--- config.mk ---
export PLATFORM = sky130hd
export DESIGN_NAME = dmt_direct_mode_transfer_ctrl
export DESIGN_NICKNAME = d
export VERILOG_FILES = /design/src/design/dmt_pkg.sv /design/src/design/dmt_direct_mode_transfer_ctrl.sv /design/src/design/dmt_settle_timer.sv /design/src/design/dmt_rate_div.sv
export SDC_FILE = /design/constraint.sdc
export NUM_CORES = 1
export LEC_CHECK = 0
export ABC_CLOCK_PERIOD_IN_PS = 2800
export BUFFER_PORTS_ARGS = -buffer_cell sky130_fd_sc_hd__clkbuf_2
export CAP_MARGIN = 20
export CORE_UTILIZATION = 50
export CTS_CLUSTER_SIZE = 30
export DETAILED_ROUTE_END_ITERATION = 10
export PLACE_DENSITY_LB_ADDON = 0.05
export SYNTH_ARGS = -nofsm -noshare
export SYNTH_HDL_FRONTEND = slang
export SYNTH_SLANG_ARGS = --single-unit
export TNS_END_PERCENT = 10
--- constraint.sdc ---
create_clock -name clk -period 2.8 [get_ports clk]
set_clock_uncertainty 0.05 [all_clocks]
set_input_delay 0.84 -clock clk [delete_from_list [all_inputs] [get_ports clk]]
set_output_delay 0.84 -clock clk [all_outputs]
set_load 0.005 [all_outputs]
--- src/design/dmt_pkg.sv ---
// Purpose: shared constants and types of the direct mode transfer controller
// Assumes: one 100 MHz clock, 8-bit register port with 3-bit word index
// Notes: one "state" of a settling wait is one clock cycle here
// Contract
// - medium-speed mode runs at the rate picked by the medium divider bits.
// - high-speed, medium-speed and subactive modes all keep executing code.
// - sleep with direct-transfer enable set starts a direct transfer.
// - a finished direct transfer starts direct-transfer exception handling.
// - direct-transfer interrupt disabled means plain sleep or watch entry.
// - interrupt mask set on attempt gives sleep or watch no interrupt clears.
// - high-speed to medium-speed through sleep on the given bit pattern.
// - medium-speed to high-speed through sleep on the given bit pattern.
// - high-speed to subactive through watch on the given bit pattern.
// - medium-speed to subactive through watch on the given bit pattern.
// - subactive to high-speed through watch after the settling wait.
// - subactive to medium-speed through watch after the settling wait.
package dmt_pkg;

    localparam int DATA_W = 8;
    localparam int ADDR_W = 3;

    // register word indices
    localparam logic [ADDR_W-1:0] ADR_SYS_ONE = 3'h0;
    localparam logic [ADDR_W-1:0] ADR_SYS_TWO = 3'h1;
    localparam logic [ADDR_W-1:0] ADR_TMR_MODE = 3'h2;
    localparam logic [ADDR_W-1:0] ADR_IRQ_EN2 = 3'h3;
    localparam logic [ADDR_W-1:0] ADR_STATUS = 3'h4;
    localparam logic [ADDR_W-1:0] ADR_CLEAR = 3'h5;
    localparam logic [ADDR_W-1:0] ADR_ENABLE = 3'h6;
    localparam logic [ADDR_W-1:0] ADR_MODE = 3'h7;

    // reset values
    localparam logic [DATA_W-1:0] RST_SYS_ONE = 8'h00;
    localparam logic [DATA_W-1:0] RST_SYS_TWO = 8'h00;
    localparam logic [DATA_W-1:0] RST_TMR_MODE = 8'h00;
    localparam logic [DATA_W-1:0] RST_IRQ_EN2 = 8'h00;
    localparam logic [DATA_W-1:0] RST_ZERO = 8'h00;

    // field positions
    localparam int TMR_WATCH_BIT = 3;
    localparam int IRQ_EN2_DT_BIT = 0;
    localparam int ST_DT_DONE = 0;
    localparam int ST_LP_ENTRY = 1;
    localparam int ST_WAKE_DONE = 2;
    localparam int ST_W = 3;

    // timing
    localparam int SETTLE_BASE_STATES = 8192;
    localparam int SETTLE_CNT_W = 18;
    localparam int MED_DIV_MIN_LOG2 = 4;
    localparam int SUB_DIV_MIN_LOG2 = 1;
    localparam int DIV_CNT_W = 8;

    typedef struct packed {
        logic standbySel;
        logic [2:0] settleWaitSel;
        logic lowSpeedOn;
        logic rsvd;
        logic [1:0] mediumDivSel;
    } dmt_sys_one_type;

    typedef struct packed {
        logic [3:0] rsvd;
        logic directTransferEnable;
        logic mediumSpeedOn;
        logic [1:0] subDivSel;
    } dmt_sys_two_type;

    typedef enum logic [6:0] {
        ST_ACT_HI = 7'h01,
        ST_ACT_MED = 7'h02,
        ST_SUBACT = 7'h04,
        ST_VIA_SLEEP = 7'h08,
        ST_VIA_WATCH = 7'h10,
        ST_SLEEP_LP = 7'h20,
        ST_WATCH_LP = 7'h40
    } dmt_state_type;

endpackage : dmt_pkg

--- src/design/dmt_direct_mode_transfer_ctrl.sv ---
// Purpose: executing-mode sequencer with direct transfer among run modes
// Assumes: sleepExec and wakeIrq are one-cycle pulses from same-clock logic
// Notes: intMaskBit mirrors the cpu interrupt mask bit, a same-clock level
`timescale 1ns/1ps
module dmt_direct_mode_transfer_ctrl
    import dmt_pkg::*;
#(
    parameter int SETTLE_BASE = SETTLE_BASE_STATES
) (
    input wire logic clk,
    input wire logic rst_n,
    input wire logic ce,
    input wire logic [ADDR_W-1:0] regAddr,
    input wire logic [DATA_W-1:0] regWrData,
    input wire logic regWrStb,
    input wire logic regRdStb,
    output logic [DATA_W-1:0] regRdData,
    input wire logic sleepExec,
    input wire logic intMaskBit,
    input wire logic wakeIrq,
    output logic [6:0] modeOut,
    output logic opClkEn,
    output logic dtExcStart,
    output logic irq
);

    ////////////////////////////////////////////////////////////////////////
    // declarations

    dmt_sys_one_type sysOne_ff;
    dmt_sys_two_type sysTwo_ff;
    logic [DATA_W-1:0] tmrMode_ff;
    logic [DATA_W-1:0] irqEn2_ff;
    logic [ST_W-1:0] status_ff;
    logic [ST_W-1:0] enable_ff;
    logic [DATA_W-1:0] rdData_ff;
    logic irq_ff;
    logic opClkEn_ff;
    logic dtExcStart_ff;

    dmt_state_type state_ff;
    dmt_state_type nxt_state;
    dmt_state_type target_ff;
    dmt_state_type nxt_target;
    logic direct_ff;
    logic nxt_direct;
    logic settle_ff;
    logic nxt_settle;

    logic wrSysOne;
    logic wrSysTwo;
    logic wrTmr;
    logic wrIrqEn2;
    logic wrClear;
    logic wrEnable;

    logic runMode;
    logic watchSel;
    logic dtAllowed;
    logic dtMatch;
    dmt_state_type dtTarget;
    logic dtSettle;
    logic dtViaWatch;
    dmt_state_type lpState;
    dmt_state_type wakeTarget;
    logic wakeOk;

    logic settleStart;
    logic settleDone;
    logic medTick;
    logic subTick;

    logic evDtDone;
    logic evLpEntry;
    logic evWakeDone;
    logic [ST_W-1:0] evVec;
    logic [ST_W-1:0] clrVec;

    ////////////////////////////////////////////////////////////////////////
    // register port decode

    // write strobes per register; the status and mode indices have none
    assign wrSysOne = regWrStb && (regAddr == ADR_SYS_ONE);
    assign wrSysTwo = regWrStb && (regAddr == ADR_SYS_TWO);
    assign wrTmr = regWrStb && (regAddr == ADR_TMR_MODE);
    assign wrIrqEn2 = regWrStb && (regAddr == ADR_IRQ_EN2);
    assign wrClear = regWrStb && (regAddr == ADR_CLEAR);
    assign wrEnable = regWrStb && (regAddr == ADR_ENABLE);

    // control registers written by software
    always_ff @(posedge clk or negedge rst_n) begin
        if (!rst_n) begin
            sysOne_ff <= dmt_sys_one_type'(RST_SYS_ONE);
            sysTwo_ff <= dmt_sys_two_type'(RST_SYS_TWO);
            tmrMode_ff <= RST_TMR_MODE;
            irqEn2_ff <= RST_IRQ_EN2;
        end else if (ce) begin
            if (wrSysOne) begin
                sysOne_ff <= dmt_sys_one_type'(regWrData);
            end
            if (wrSysTwo) begin
                sysTwo_ff <= dmt_sys_two_type'(regWrData);
            end
            if (wrTmr) begin
                tmrMode_ff <= regWrData;
            end
            if (wrIrqEn2) begin
                irqEn2_ff <= regWrData;
            end
        end
    end

    // read data appear the cycle after the strobe, zero otherwise
    always_ff @(posedge clk or negedge rst_n) begin
        if (!rst_n) begin
            rdData_ff <= RST_ZERO;
        end else if (ce) begin
            rdData_ff <= RST_ZERO;
            if (regRdStb) begin
                unique case (regAddr)
                    ADR_SYS_ONE: rdData_ff <= sysOne_ff;
                    ADR_SYS_TWO: rdData_ff <= sysTwo_ff;
                    ADR_TMR_MODE: rdData_ff <= tmrMode_ff;
                    ADR_IRQ_EN2: rdData_ff <= irqEn2_ff;
                    ADR_STATUS: rdData_ff <= DATA_W'(status_ff);
                    ADR_CLEAR: rdData_ff <= RST_ZERO;
                    ADR_ENABLE: rdData_ff <= DATA_W'(enable_ff);
                    ADR_MODE: rdData_ff <= DATA_W'(state_ff);
                endcase
            end
        end
    end

    ////////////////////////////////////////////////////////////////////////
    // sleep decode against the present mode

    assign runMode = (state_ff == ST_ACT_HI) || (state_ff == ST_ACT_MED) ||
                     (state_ff == ST_SUBACT);
    assign watchSel = tmrMode_ff[TMR_WATCH_BIT];
    // masked cpu or disabled vector turns the attempt into low power
    assign dtAllowed = sysTwo_ff.directTransferEnable &&
                       irqEn2_ff[IRQ_EN2_DT_BIT] &&
                       !intMaskBit;

    // pattern match of bits sampled at the sleep against the mode
    always_comb begin
        dtMatch = 1'b0;
        dtTarget = ST_ACT_HI;
        dtSettle = 1'b0;
        dtViaWatch = 1'b0;
        unique case (state_ff)
            ST_ACT_HI: begin
                if (!sysOne_ff.standbySel && !sysOne_ff.lowSpeedOn &&
                    sysTwo_ff.mediumSpeedOn) begin
                    dtMatch = 1'b1;
                    dtTarget = ST_ACT_MED;
                end else if (sysOne_ff.standbySel &&
                             sysOne_ff.lowSpeedOn && watchSel) begin
                    dtMatch = 1'b1;
                    dtTarget = ST_SUBACT;
                    dtViaWatch = 1'b1;
                end
            end
            ST_ACT_MED: begin
                if (!sysOne_ff.standbySel && !sysOne_ff.lowSpeedOn &&
                    !sysTwo_ff.mediumSpeedOn) begin
                    dtMatch = 1'b1;
                    dtTarget = ST_ACT_HI;
                end else if (sysOne_ff.standbySel &&
                             sysOne_ff.lowSpeedOn && watchSel) begin
                    dtMatch = 1'b1;
                    dtTarget = ST_SUBACT;
                    dtViaWatch = 1'b1;
                end
            end
            ST_SUBACT: begin
                if (sysOne_ff.standbySel && !sysOne_ff.lowSpeedOn &&
                    watchSel) begin
                    dtMatch = 1'b1;
                    dtViaWatch = 1'b1;
                    dtSettle = 1'b1;
                    dtTarget = sysTwo_ff.mediumSpeedOn ? ST_ACT_MED :
                               ST_ACT_HI;
                end
            end
            default: begin
                dtMatch = 1'b0;
            end
        endcase
    end

    // ordinary low-power choice; standby with watch selected parks in the watch hold, else the sleep hold
    assign lpState = (sysOne_ff.standbySel && watchSel) ? ST_WATCH_LP :
                     ST_SLEEP_LP;

    // wake destination follows the speed bits at the interrupt
    always_comb begin
        if (sysOne_ff.lowSpeedOn) begin
            wakeTarget = ST_SUBACT;
        end else if (sysTwo_ff.mediumSpeedOn) begin
            wakeTarget = ST_ACT_MED;
        end else begin
            wakeTarget = ST_ACT_HI;
        end
    end

    // a masked cpu can never leave the hold states by interrupt
    assign wakeOk = wakeIrq && !intMaskBit;

    ////////////////////////////////////////////////////////////////////////
    // mode sequencer

    always_comb begin
        nxt_state = state_ff;
        nxt_target = target_ff;
        nxt_direct = direct_ff;
        nxt_settle = settle_ff;
        settleStart = 1'b0;
        evDtDone = 1'b0;
        evLpEntry = 1'b0;
        evWakeDone = 1'b0;
        unique case (state_ff)
            ST_ACT_HI, ST_ACT_MED, ST_SUBACT: begin
                if (sleepExec && dtAllowed && dtMatch) begin
                    nxt_target = dtTarget;
                    nxt_direct = 1'b1;
                    nxt_settle = dtSettle;
                    settleStart = dtSettle;
                    nxt_state = dtViaWatch ? ST_VIA_WATCH : ST_VIA_SLEEP;
                end else if (sleepExec) begin
                    nxt_state = lpState;
                    nxt_direct = 1'b0;
                    evLpEntry = 1'b1;
                end
            end
            ST_VIA_SLEEP: begin
                nxt_state = target_ff;
                evDtDone = direct_ff;
                evWakeDone = !direct_ff;
            end
            ST_VIA_WATCH: begin
                if (!settle_ff || settleDone) begin
                    nxt_state = target_ff;
                    nxt_settle = 1'b0;
                    evDtDone = direct_ff;
                    evWakeDone = !direct_ff;
                end
            end
            ST_SLEEP_LP: begin
                if (wakeOk) begin
                    nxt_target = wakeTarget;
                    nxt_state = ST_VIA_SLEEP;
                end
            end
            ST_WATCH_LP: begin
                if (wakeOk) begin
                    nxt_target = wakeTarget;
                    nxt_settle = (wakeTarget != ST_SUBACT);
                    settleStart = (wakeTarget != ST_SUBACT);
                    nxt_state = ST_VIA_WATCH;
                end
            end
            default: begin
                nxt_state = ST_ACT_HI;
            end
        endcase
    end

    // current mode and the pending destination
    always_ff @(posedge clk or negedge rst_n) begin
        if (!rst_n) begin
            state_ff <= ST_ACT_HI;
            target_ff <= ST_ACT_HI;
            direct_ff <= 1'b0;
            settle_ff <= 1'b0;
        end else if (ce) begin
            state_ff <= nxt_state;
            target_ff <= nxt_target;
            direct_ff <= nxt_direct;
            settle_ff <= nxt_settle;
        end
    end

    // exception start is a one-cycle pulse as the new mode begins
    always_ff @(posedge clk or negedge rst_n) begin
        if (!rst_n) begin
            dtExcStart_ff <= 1'b0;
        end else if (ce) begin
            dtExcStart_ff <= evDtDone;
        end
    end

    ////////////////////////////////////////////////////////////////////////
    // clocks of the executing modes

    dmt_settle_timer #(
        .BASE_STATES(SETTLE_BASE)
    ) u_settle (
        .clk(clk),
        .rst_n(rst_n),
        .ce(ce),
        .start(settleStart),
        .sel(sysOne_ff.settleWaitSel),
        .done(settleDone)
    );

    dmt_rate_div #(
        .MIN_LOG2(MED_DIV_MIN_LOG2)
    ) u_med_div (
        .clk(clk),
        .rst_n(rst_n),
        .ce(ce),
        .sel(sysOne_ff.mediumDivSel),
        .tick(medTick)
    );

    dmt_rate_div #(
        .MIN_LOG2(SUB_DIV_MIN_LOG2)
    ) u_sub_div (
        .clk(clk),
        .rst_n(rst_n),
        .ce(ce),
        .sel(sysTwo_ff.subDivSel),
        .tick(subTick)
    );

    // operation enable: full rate, divided rate, or halted in transit and in the hold states
    always_ff @(posedge clk or negedge rst_n) begin
        if (!rst_n) begin
            opClkEn_ff <= 1'b0;
        end else if (ce) begin
            unique case (nxt_state)
                ST_ACT_HI: opClkEn_ff <= 1'b1;
                ST_ACT_MED: opClkEn_ff <= medTick;
                ST_SUBACT: opClkEn_ff <= subTick;
                default: opClkEn_ff <= 1'b0;
            endcase
        end
    end

    ////////////////////////////////////////////////////////////////////////
    // interrupt status, clear and enable

    assign evVec = {evWakeDone, evLpEntry, evDtDone};
    assign clrVec = wrClear ? regWrData[ST_W-1:0] : '0;

    // sticky bits; a new event beats a clear in the same cycle
    generate
        for (genvar i = 0; i < ST_W; i++) begin : g_status
            always_ff @(posedge clk or negedge rst_n) begin
                if (!rst_n) begin
                    status_ff[i] <= 1'b0;
                end else if (ce) begin
                    if (evVec[i]) begin
                        status_ff[i] <= 1'b1;
                    end else if (clrVec[i]) begin
                        status_ff[i] <= 1'b0;
                    end
                end
            end
        end
    endgenerate

    // enable mask and level interrupt
    always_ff @(posedge clk or negedge rst_n) begin
        if (!rst_n) begin
            enable_ff <= '0;
            irq_ff <= 1'b0;
        end else if (ce) begin
            if (wrEnable) begin
                enable_ff <= regWrData[ST_W-1:0];
            end
            irq_ff <= |(status_ff & enable_ff);
        end
    end

    ////////////////////////////////////////////////////////////////////////
    // outputs, all from flops

    assign regRdData = rdData_ff;
    assign modeOut = state_ff;
    assign opClkEn = opClkEn_ff;
    assign dtExcStart = dtExcStart_ff;
    assign irq = irq_ff;

endmodule : dmt_direct_mode_transfer_ctrl

--- src/design/dmt_settle_timer.sv ---
// Purpose: oscillator settling wait counter
// Assumes: start is a one-cycle pulse on the same clock
// Notes: done pulses once the selected number of states has elapsed
`timescale 1ns/1ps
module dmt_settle_timer
    import dmt_pkg::*;
#(
    parameter int BASE_STATES = SETTLE_BASE_STATES
) (
    input wire logic clk,
    input wire logic rst_n,
    input wire logic ce,
    input wire logic start,
    input wire logic [2:0] sel,
    output logic done
);

    logic [SETTLE_CNT_W-1:0] cnt_ff;
    logic run_ff;
    logic done_ff;
    logic [SETTLE_CNT_W-1:0] limitVal;

    // top select bit picks the longest wait, the rest double each step
    always_comb begin
        if (sel[2]) begin
            limitVal = SETTLE_CNT_W'(BASE_STATES) << 4;
        end else begin
            limitVal = SETTLE_CNT_W'(BASE_STATES) << sel[1:0];
        end
    end

    // countdown; a new start restarts the wait
    always_ff @(posedge clk or negedge rst_n) begin
        if (!rst_n) begin
            cnt_ff <= '0;
            run_ff <= 1'b0;
            done_ff <= 1'b0;
        end else if (ce) begin
            done_ff <= 1'b0;
            if (start) begin
                cnt_ff <= limitVal - SETTLE_CNT_W'(1);
                run_ff <= 1'b1;
            end else if (run_ff) begin
                if (cnt_ff == '0) begin
                    run_ff <= 1'b0;
                    done_ff <= 1'b1;
                end else begin
                    cnt_ff <= cnt_ff - SETTLE_CNT_W'(1);
                end
            end
        end
    end

    assign done = done_ff;

endmodule : dmt_settle_timer

--- src/design/dmt_rate_div.sv ---
// Purpose: power-of-two rate divider giving a one-cycle tick
// Assumes: sel changes only between program phases
// Notes: period is 2 to the power of MIN_LOG2 plus sel cycles
`timescale 1ns/1ps
module dmt_rate_div
    import dmt_pkg::*;
#(
    parameter int MIN_LOG2 = MED_DIV_MIN_LOG2
) (
    input wire logic clk,
    input wire logic rst_n,
    input wire logic ce,
    input wire logic [1:0] sel,
    output logic tick
);

    logic [DIV_CNT_W-1:0] cnt_ff;
    logic tick_ff;
    logic [DIV_CNT_W-1:0] lastVal;

    assign lastVal = (DIV_CNT_W'(1) << (MIN_LOG2 + int'(sel))) -
                     DIV_CNT_W'(1);

    // free-running count, tick registered in the cycle after the last count of each period
    always_ff @(posedge clk or negedge rst_n) begin
        if (!rst_n) begin
            cnt_ff <= '0;
            tick_ff <= 1'b0;
        end else if (ce) begin
            if (cnt_ff >= lastVal) begin
                cnt_ff <= '0;
                tick_ff <= 1'b1;
            end else begin
                cnt_ff <= cnt_ff + DIV_CNT_W'(1);
                tick_ff <= 1'b0;
            end
        end
    end

    assign tick = tick_ff;

endmodule : dmt_rate_div

# [After elaboration in Yosys (flattened, before gate mapping)]
# Cells that the tools add are included.
[op_classes] reduce_logical=50 shift=3 n_addsub=8 magnitude_cmp=2 muxes=67 eq_ne=23 bitwise_logic=1
[ops] cell="2-to-1 mux 18 bit" count=4
[ops] cell="case mux 8 bit (8 select lines)" count=1
[ops] cell="<< shifter 1 x 32 -> 8 bit (first input constant)" count=2
[ops] cell="2-to-1 mux 7 bit" count=8
[ops] cell="subtractor 18 x 1 -> 18 bit (second input constant)" count=2
[ops] cell="case mux 7 bit (5 select lines)" count=1
[ops] cell="2-to-1 mux 1 bit" count=33
[ops] cell="2-to-1 mux 8 bit" count=3
[ops] cell="logical AND 1 bit" count=19
[ops] cell="logical NOT 18 bit" count=1
[ops] cell="<< shifter 14 x 2 -> 18 bit (first input constant)" count=1
[ops] cell="adder 8 x 1 -> 8 bit (second input constant)" count=2
[ops] cell=">= comparator 8 bit" count=2
[ops] cell="AND reduction 2 bit" count=8
[ops] cell="subtractor 8 x 2 -> 8 bit (second input constant)" count=2
[ops] cell="2-to-1 mux 3 bit" count=5
[ops] cell="equality test 7 x 1 -> 1 bit (second input constant)" count=2
[ops] cell="equality test 7 x 2 -> 1 bit (second input constant)" count=2
[ops] cell="equality test 7 x 3 -> 1 bit (second input constant)" count=2
[ops] cell="case mux 7 bit (2 select lines)" count=1
[ops] cell="equality test 3 bit (second input constant)" count=4
[ops] cell="case mux 1 bit (3 select lines)" count=4
[ops] cell="nonzero test 2 bit" count=6
[ops] cell="case mux 3 bit (3 select lines)" count=1
[ops] cell="24 further kinds" count=38
[word_totals] register_bits=103 out_inout_bits=18

# [Depth between registers and ports, before layout]
# Gate-level depths: netlist of the first run.
[depth] ltp_word=10 ltp_mapped=13

# [Hierarchy]
# A second synthesis of the first run with hierarchy kept.
[hier_totals] cells_unflattened=588 area_unflattened_um2=5796.8
[by_module_without_submodules] module="dmt_direct_mode_transfer_ctrl" cells_per_inst=315 instances=1 area_per_inst_um2=3362.0 seq_area_each_um2=1529.0
[by_module_without_submodules] module="dmt_settle_timer" cells_per_inst=158 instances=1 area_per_inst_um2=1325.0 seq_area_each_um2=500.5
[by_module_without_submodules] module="dmt_rate_div (u_med_div)" cells_per_inst=59 instances=1 area_per_inst_um2=560.5 seq_area_each_um2=225.2
[by_module_without_submodules] module="dmt_rate_div (u_sub_div)" cells_per_inst=56 instances=1 area_per_inst_um2=549.3 seq_area_each_um2=225.2

# [Worst setup path before layout of the first run]
# Ideal clock, no wire load.
[synth_timing] path_type="in2reg" from="in wakeIrq" to="reg u_settle.cnt_ff[14]" setup_ps=77 path_slack_ps=-75 t_arrival_ps=2747 stages=11 cell_sequence="nor2b_1 > nand4_1 > nor2_1 > a21oi_1 > buf_2 > nand2_1 > ha_1 > or4b_2 > nand3_1 > a21oi_1 > a21oi_1"
[synth_via] elab_chain_len=5 elab_cells_between_ends=7
[synth_rtl] element="from (decl)" line="dmt_direct_mode_transfer_ctrl.sv:20" rtl="input wire logic wakeIrq,"
[synth_rtl] element="logical AND 1 bit *" line="dmt_direct_mode_transfer_ctrl.sv:208" rtl="assign wakeOk = wakeIrq && !intMaskBit;"
[synth_rtl] element="2-to-1 mux 1 bit *" line="dmt_direct_mode_transfer_ctrl.sv:256" rtl="if (wakeOk) begin"
[synth_rtl] element="case mux 1 bit (2 select lines) *" line="dmt_direct_mode_transfer_ctrl.sv:222" rtl="unique case (state_ff)"
[synth_rtl] element="inequality test 2 bit (no line) / nonzero test 2 bit (equally long branches)"
[synth_rtl] element="AND reduction 3 bit (no line)"
[synth_rtl] element="to (signal assigned)" line="dmt_settle_timer.sv:41" rtl="cnt_ff <= limitVal - SETTLE_CNT_W'(1);"
[synth_rtl] element="to (signal assigned)" line="dmt_settle_timer.sv:48" rtl="cnt_ff <= cnt_ff - SETTLE_CNT_W'(1);"
[synth_rtl] element="to (decl)" line="dmt_settle_timer.sv:18" rtl="logic [SETTLE_CNT_W-1:0] cnt_ff;"
# Every way passes the cells marked *; elsewhere a longest branch is shown, timed or not.
# A chain may end at the register's enable or synchronous reset.

# [Final worst setup path of the first run]
[layout_timing] from="reg state_ff[5], in the netlist modeOut[5]" to="reg opClkEn_ff, in the netlist opClkEn"
[layout_via] elab_chain_len=7 elab_cells_between_ends=22
[layout_rtl] element="from (decl)" line="dmt_direct_mode_transfer_ctrl.sv:41" rtl="dmt_state_type state_ff;"
[layout_rtl] element="from (signal assigned)" line="dmt_direct_mode_transfer_ctrl.sv:277" rtl="state_ff <= nxt_state;"
[layout_rtl] element="equality test 7 x 3 -> 1 bit, or another cell as far along" line="dmt_direct_mode_transfer_ctrl.sv:151, dmt_direct_mode_transfer_ctrl.sv:222"
[layout_rtl] element="case mux 1 bit (3 select lines)" line="dmt_direct_mode_transfer_ctrl.sv:151" rtl="unique case (state_ff)"
[layout_rtl] element="2-to-1 mux 5 bit / logical AND 1 bit (equally long branches)" line="dmt_direct_mode_transfer_ctrl.sv:229, dmt_direct_mode_transfer_ctrl.sv:224"
[layout_rtl] element="2-to-1 mux 7 bit" line="dmt_direct_mode_transfer_ctrl.sv:224" rtl="if (sleepExec && dtAllowed && dtMatch) begin"
[layout_rtl] element="case mux 7 bit (5 select lines) *" line="dmt_direct_mode_transfer_ctrl.sv:222"
[layout_rtl] element="equality test 7 x 3 -> 1 bit, or another cell as far along" line="dmt_direct_mode_transfer_ctrl.sv:332" rtl="unique case (nxt_state)"
[layout_rtl] element="case mux 1 bit (3 select lines) *" line="dmt_direct_mode_transfer_ctrl.sv:332"
[layout_rtl] element="to (signal assigned)" line="dmt_direct_mode_transfer_ctrl.sv:334" rtl="ST_ACT_MED: opClkEn_ff <= medTick;"
[layout_rtl] element="to (signal assigned)" line="dmt_direct_mode_transfer_ctrl.sv:335" rtl="ST_SUBACT: opClkEn_ff <= subTick;"
[layout_rtl] element="to (decl)" line="dmt_direct_mode_transfer_ctrl.sv:38" rtl="logic opClkEn_ff;"
# Marks and branches as above.

==> reports/qor.yml, run 1 <==
setup_path:
  cp-start-kind: "register"
  cp_top_family: "simple AND/OR/NAND/NOR gates"
  worstPathCellList: "buf_4, or4_4, nor3_2, mux2i_1, a31o_1, nand2b_1, o211a_1, a22o_1"
  max_stage_delay_ns: 0.54
  slowest_stage: "or4_4"
  path_max_fanout: 7
  worst-setup-path-type: "register to register"
  arrival_ns: 2.86
  required_ns: 2.99
  worst_setup_path_end_kind: "register"
  path_buf_inv: 1
cells_and_area:
  post-route-cell-area_mm2: 0.00658
  num_antenna_cells: 0
  layout.nets: 676
  final_util_pct: 59.9
  drive_gt1_share_pct: 24.7
  syn_to_final_growth_pct: 15.7
  final_cells: 789
outcome:
  status: "completed"
placement:
  preCtsSetupSlack_ns: -0.0428
  hpwl_um: 10800
  dp.cells: 773
  place.gp.congestion: 0.870
  postPlaceCellArea_mm2: 0.00628
  io_buffers: 36
grt:
  grt_max_degree: 56
  first_global_vias: 4682
  grt.overflow.total: 0
  gr-usage-all-layers_pct: 27.4
  grt_pass1_wl_um: 24600
  antenna_found_initial: 0
synthesis:
  synthAdderAreaFrac_pct: 2.86
  netlist_area_mm2: 0.00569
  synth-xor-area-share_pct: 1.85
  synth-seq-area-share_pct: 43.6
  synth.distinct_cells: 77
  ys.flop_type: "dfrtp_1"
  yosys_register_bits: 99
  post_synth.cell_area_avg_um2: 9.79
  synthSimpleGateAreaFrac_pct: 18.8
  synth.area.mux_share_pct: 10.9
  netlist.area_leader.share_pct: 42.7
  synth_edf_count: 0
  yosysWarningCount: 0
  synthCells: 581
  synth_compound_area_share_pct: 17.9
  yosys.area.top_type: "dfrtp_1"
  async_reset_ff_share_pct: 100
  synth_area_leaders: "dfrtp_1, mux2_2, o21ai_0"
  synth_top_family_by_area: "simple AND/OR/NAND/NOR gates"
floorplanning:
  coreArea_mm2: 0.0110
  fp.dieW_um: 109
  ioPinCount: 37
  die_h_um: 109
  rows: 38
  start_util_pct: 51.8
  dieArea_mm2: 0.0118
sta:
  hold_viol: 0
  finalCritPeriodShare_pct: 95.1
  whs_ns: 0.386
  relSlewSlack_pct: 62.3
  finalSetupViolations: 0
  final.min_clock_period_ns: 2.66
  max_freq_mhz: 376
  rsz0062_at_grt: "no"
  fin_tns_setup_ns: 0
  layout_setup_ws_ns: 0.138
  tightest_slew_ns: 0.557
  slew_violations: 0
power_and_ir_drop:
  power_mw: 4.64
  p_per_area_mw_per_mm2: 705
  p_seq_share_pct: 45.4
  switching_share_pct: 34.3
  p_leak_nw: 2.94
  p_switching_mw: 1.59
  peakVddDrop_mv: 0.653
  p_clk_share_pct: 26.4
  p_int_mw: 3.05
  p_comb_share_pct: 28.2
clock_network:
  clock_latency_ns: 0.35
  cts-root-buf: "clkbuf_16"
  clk_path_buf_depth: 2
  cts_buffers: 9
  clkSlewWorstSetupHoldPaths_ns: 0.07
  clock-sinks: 99
  cts_tree: "built"
  h-tree-depth: 3
drt:
  drc: 0
  drt-initial-drc-count: 376
  via_count: 4761
  wl_per_cell_um: 18.8
  vias_per_cell: 6.03
  ant_nets: 0
  drt-total-wl_um: 14900
  dr.pass1.iters: 5
worst_hold_path:
  hold_path_class: "input pin to async pin"
flow_run:
  drv_cap: 0
-- kinds of logic (layout without fill, tap and decap cells) --
family / Yosys count / in the layout
AOI/OAI and AO/OA: 152 / 152
xor gates and xnor gates: 12 / 12
DFF: 99 / 99
muxes: 50 / 50
adders and majority gates: 13 / 13
and+or+nand+nor: 199 / 199
other: 1 / 4
buffers and inverters: 55 / 120
-- cells in the mapped netlist, drive strengths merged, types with 4 or more instances --
library cell and number:
mux2 36, nor4 10, clkbuf 22, xor2 5, o2bb2ai 6, nand4 11, mux4 6, nor2 39
buf 10, nor2b 7, nand2b 12, or3 5, a31oi 4, nand2 49, a21oi 35, ha 13
a21boi 5, inv 23, nor3b 4, nand3 25, xnor2 7, o21ai 43, nor3 14, o21a 7
o31ai 6, and3 4, a311oi 5, a21o 11, dfrtp 97, mux2i 8
-- flip-flops by register name (all words and copies together) (netlist names), 3 cells and up --
register	flops
u_med_div.cnt_ff	8
status_ff	3
regRdData	8
irqEn2_ff	8
enable_ff	3
u_sub_div.cnt_ff	8
modeOut	7
sysOne_ff	8
sysTwo_ff	8
target_ff	3
u_settle.cnt_ff	18
tmrMode_ff	8
-- power groups by stage --
| stage | Combinational (mW) | Clock (mW) | Sequential, mW |
|---|---|---|---|
| after global placement | 1.27 | 0 | 2.11 |
| after detailed placement | 1.31 | 0 | 2.12 |
| final | 1.31 | 1.22 | 2.11 |
| after CTS | 1.31 | 1.26 | 2.10 |
| after floorplan | 0.942 | 0 | 2.00 |
| after global routing | 1.47 | 1.32 | 2.15 |
-- final cells by class --
class / count / area [um^2]
well taps: 140 / 175
fillers: 965 / 4400
inverters: 23 / 86.3
flip-flops and latches: 99 / 2480
clock inverters: 5 / 36.3
multi-input cells: 430 / 3010
clock buffers: 11 / 253
repair buffers: 81 / 546
-- routing by layer --
| layer | global-route usage [%] | share of wire, % | vias to the layer above |
|---|---|---|---|
| li1 | - | - | 2259 |
| met2 | 42.1 | 46 | 134 |
| met3 | 5.56 | 5.2 | 24 |
| met4 | 8.30 | 2.2 | 0 |
| met1 | 39.0 | 47 | 2344 |
| met5 | 0 | 0 | - |
-- cells in the final DEF (no fill, tap or decap), types with 4 or more instances in the layout --
cell	instances
nor4_1	6
mux4_2	6
nand4_1	11
nor2b_1	7
o21ai_0	36
xor2_1	5
nand2_1	48
nor3b_1	4
a21boi_0	4
mux2i_1	8
dfrtp_1	97
nand2b_1	12
nand3_1	25
clkbuf_16	9
o2bb2ai_1	6
a311oi_1	5
buf_4	44
inv_1	22
ha_1	13
or3_1	5
nor2_1	39
o31ai_1	6
o21a_1	7
mux2_2	34
xnor2_1	7
conb_1	4
clkbuf_2	35
a21oi_1	34
nor3_1	11
o21ai_1	6
a21o_1	11
a31oi_1	4
-- path summary, 6_finish.rpt --
path / from / end / slack (ns) / cells past startpoint
max reg2reg: modeOut[5] / opClkEn / 0.14 / 8
min reg2reg: regRdData[2] / regRdData[2] / 0.45 / 1
max: modeOut[5] / opClkEn / 0.14 / 8
min in group clk: regRdData[2] / regRdData[2] / 0.45 / 1
min: rst_n / u_med_div.cnt_ff[4] / 0.39 / 1
max in group asynchronous: rst_n / target_ff[0] / 1.66 / 2
-- what timing repair did --
| action | in CTS | in global routing |
|---|---|---|
| resized for setup | 0 | 2 |
| setup buffers | 0 | 0 |
| hold buffers | 0 | 0 |
| setup endpoints to repair | 0 | 2 |
Note: power is estimated with default switching activity, not from simulation.
==> run 2: changes to the inputs <==
Settings changed: SYNTH_HIERARCHICAL set to 1.
==> run 2 against run 1 <==
  * Sequential power is essentially flat
  * Synthesized cell count increased by 1.2%
  * Global-route usage fell by 0.24 points
==> reports/qor.yml, run 2 <==
outcome:
  status: "completed"
setup_path:
  cp-startpoint: "modeOut[0]"
  regToRegEndpoint: "u_settle/cnt_ff[14]"
  crit-reg2reg-launch: "modeOut[0]"
  rrSetupSlack_ns: 0.07
  cp-start-kind: "register"
  required_ns: 2.98
  arrival_ns: 2.92
  cp_top_family: "simple AND/OR/NAND/NOR gates"
  worstPathCellList: "or4_4, or3_4, nor2_4, a22o_4, buf_12, nand2b_1, buf_4, o311ai_2, a211oi_2, mux2i_1, a21oi_1"
  path_max_fanout: 8
  slowest_stage: "or4_4"
  worst_setup_path_end_kind: "register"
  worst-setup-path-type: "register to register"
  max_stage_delay_ns: 0.54
  path_buf_inv: 2
  r2r_cells: 11
floorplanning:
  ioPinCount: 37
  dieArea_mm2: 0.0120
  start_util_pct: 52.3
  coreArea_mm2: 0.0111
  fp.dieW_um: 110
  die_h_um: 110
  rows: 38
grt:
  gr-usage-all-layers_pct: 27.1
  grt.overflow.total: 0
  first_global_vias: 4768
  antenna_found_initial: 0
  grt_pass1_wl_um: 24600
  grt_max_degree: 39
sta:
  final.min_clock_period_ns: 2.73
  whs_ns: 0.370
  max_freq_mhz: 366
  finalCritPeriodShare_pct: 97.6
  layout_setup_ws_ns: 0.0677
  slew_violations: 0
  tightest_slew_ns: 0.635
  relSlewSlack_pct: 57.3
  rsz0062_at_grt: "yes"
  finalSetupViolations: 0
  hold_viol: 0
clock_network:
  postCtsHoldBufs: 0
  cts_buffers: 9
  clock-sinks: 99
  cts-root-buf: "clkbuf_16"
  clkSlewWorstSetupHoldPaths_ns: 0.07
  cts_tree: "built"
  clk_path_buf_depth: 2
  h-tree-depth: 3
  clock_latency_ns: 0.36
synthesis:
  synth_edf_count: 0
  async_reset_ff_share_pct: 100
  yosysWarningCount: 6
  yosys_register_bits: 99
  netlist_area_mm2: 0.00580
  yosysMostFrequentCell: "dfrtp_1"
  synth-seq-area-share_pct: 42.8
  yosys.area.top_type: "dfrtp_1"
  syn_nets: 618
  synthTopCellsByCount: "dfrtp_1, nor2_1, nand2_1"
  post_synth.cell_area_avg_um2: 9.86
  synth.distinct_cells: 84
  synth_area_leaders: "dfrtp_1, mux2_2, nor2_1"
  synthCells: 588
  ys.flop_type: "dfrtp_1"
  netlist.area_leader.share_pct: 41.9
cells_and_area:
  final_cells: 806
  num_antenna_cells: 0
  layout_common_cells: "dfrtp_1, nor2_1, buf_4, nand2_1, mux2_2"
  largest_register: "u_settle/cnt_ff"
  syn_to_final_growth_pct: 18.1
  layout_commonest_cell: "dfrtp_1"
  largest_reg_flops: 18
  nFillCells: 940
  layout.nets: 691
  drive_gt1_share_pct: 28.7
power_and_ir_drop:
  p_per_area_mw_per_mm2: 753
  power_mw: 5.16
  p_leak_nw: 3.03
  peakVddDrop_mv: 0.702
placement:
  dp.cells: 788
  place.gp.congestion: 0.888
  io_buffers: 36
  preCtsSetupSlack_ns: -0.0785
  hpwl_um: 10900
drt:
  dr.pass1.iters: 6
  wl_per_cell_um: 18.4
  via_count: 4864
  drc: 0
  ant_nets: 0
  drt-initial-drc-count: 397
  vias_per_cell: 6.03
  drt-total-wl_um: 14800
flow_run:
  drv_cap: 0
worst_hold_path:
  hold_path_class: "input pin to async pin"
[run 2: how the worst max path moves through the flow]
stage / endpoint / slack, ns / depth (start not counted)
finish: u_settle/cnt_ff[14] / 0.07 / 11
global route: u_settle/cnt_ff[6] / -0.01 / 11
CTS: u_settle/cnt_ff[14] / 0.05 / 13
detailed placement: u_settle/cnt_ff[10] / -0.08 / 11
global placement: u_settle/cnt_ff[14] / -0.04 / 12
floorplan: u_settle/cnt_ff[14] / -0.37 / 14
[run 2: cells by family after synthesis]
kind of cell               count (synthesis)  share of synthesized area (%)
and+or+nand+nor                          211                           20.1
AOI/OAI and AO/OA                        147                           18.0
DFF                                       99                           42.8
muxes                                     56                           11.6
buffers and inverters                     54                           3.88
adders and majority gates                 11                           2.37
xor gates and xnor gates                   8                           1.21
other                                      2                          0.130
[run 2: repair_timing]
item,CTS,global route
setup buffers,1,2
endpoints found under the setup margin,6,7
pin swaps,4,10
gates resized for setup,8,4
[run 2: stage by stage]
| step | cell area (um^2) | setup TNS (ns) | util [%] |
|---|---|---|---|
| 6_report | 6840 | 0 | 61.8 |
| 4_1_cts | 6840 | 0 | 61.7 |
| 3_3_place_gp | 6500 | -0.0643 | 58.7 |
| 3_5_place_dp | 6500 | -0.240 | 58.7 |
| 2_1_floorplan | 5860 | -2.43 | - |
| 5_1_grt | 6840 | -0.0266 | 61.8 |
[run 2: routing by layer]
metal  vias up  share of wire (%)  track usage (%)
met5         -                  0                0
met2       116                 46             40.9
met3        20                4.5             5.87
met1      2402                 48             38.8
met4         0                1.7             9.05
li1       2326                  -                -
[run 2: report_power, final]
| part | internal, mW | switching (mW) |
|---|---|---|
| clock network | 0.618 | 0.585 |
| logic | 0.859 | 0.993 |
| registers | 1.76 | 0.338 |
[run 2: final cells by class]
| class | count | area, um^2 | share of cell area, % |
|---|---|---|---|
| timing repair buffer | 90 | 626 | 9.14 |
| clock inverter | 7 | 58.8 | 0.859 |
| sequential | 99 | 2480 | 36.3 |
| inverter | 26 | 100 | 1.46 |
| clock buffer | 9 | 225 | 3.29 |
| tap | 140 | 175 | 2.56 |
| multi-input combinational | 435 | 3180 | 46.4 |
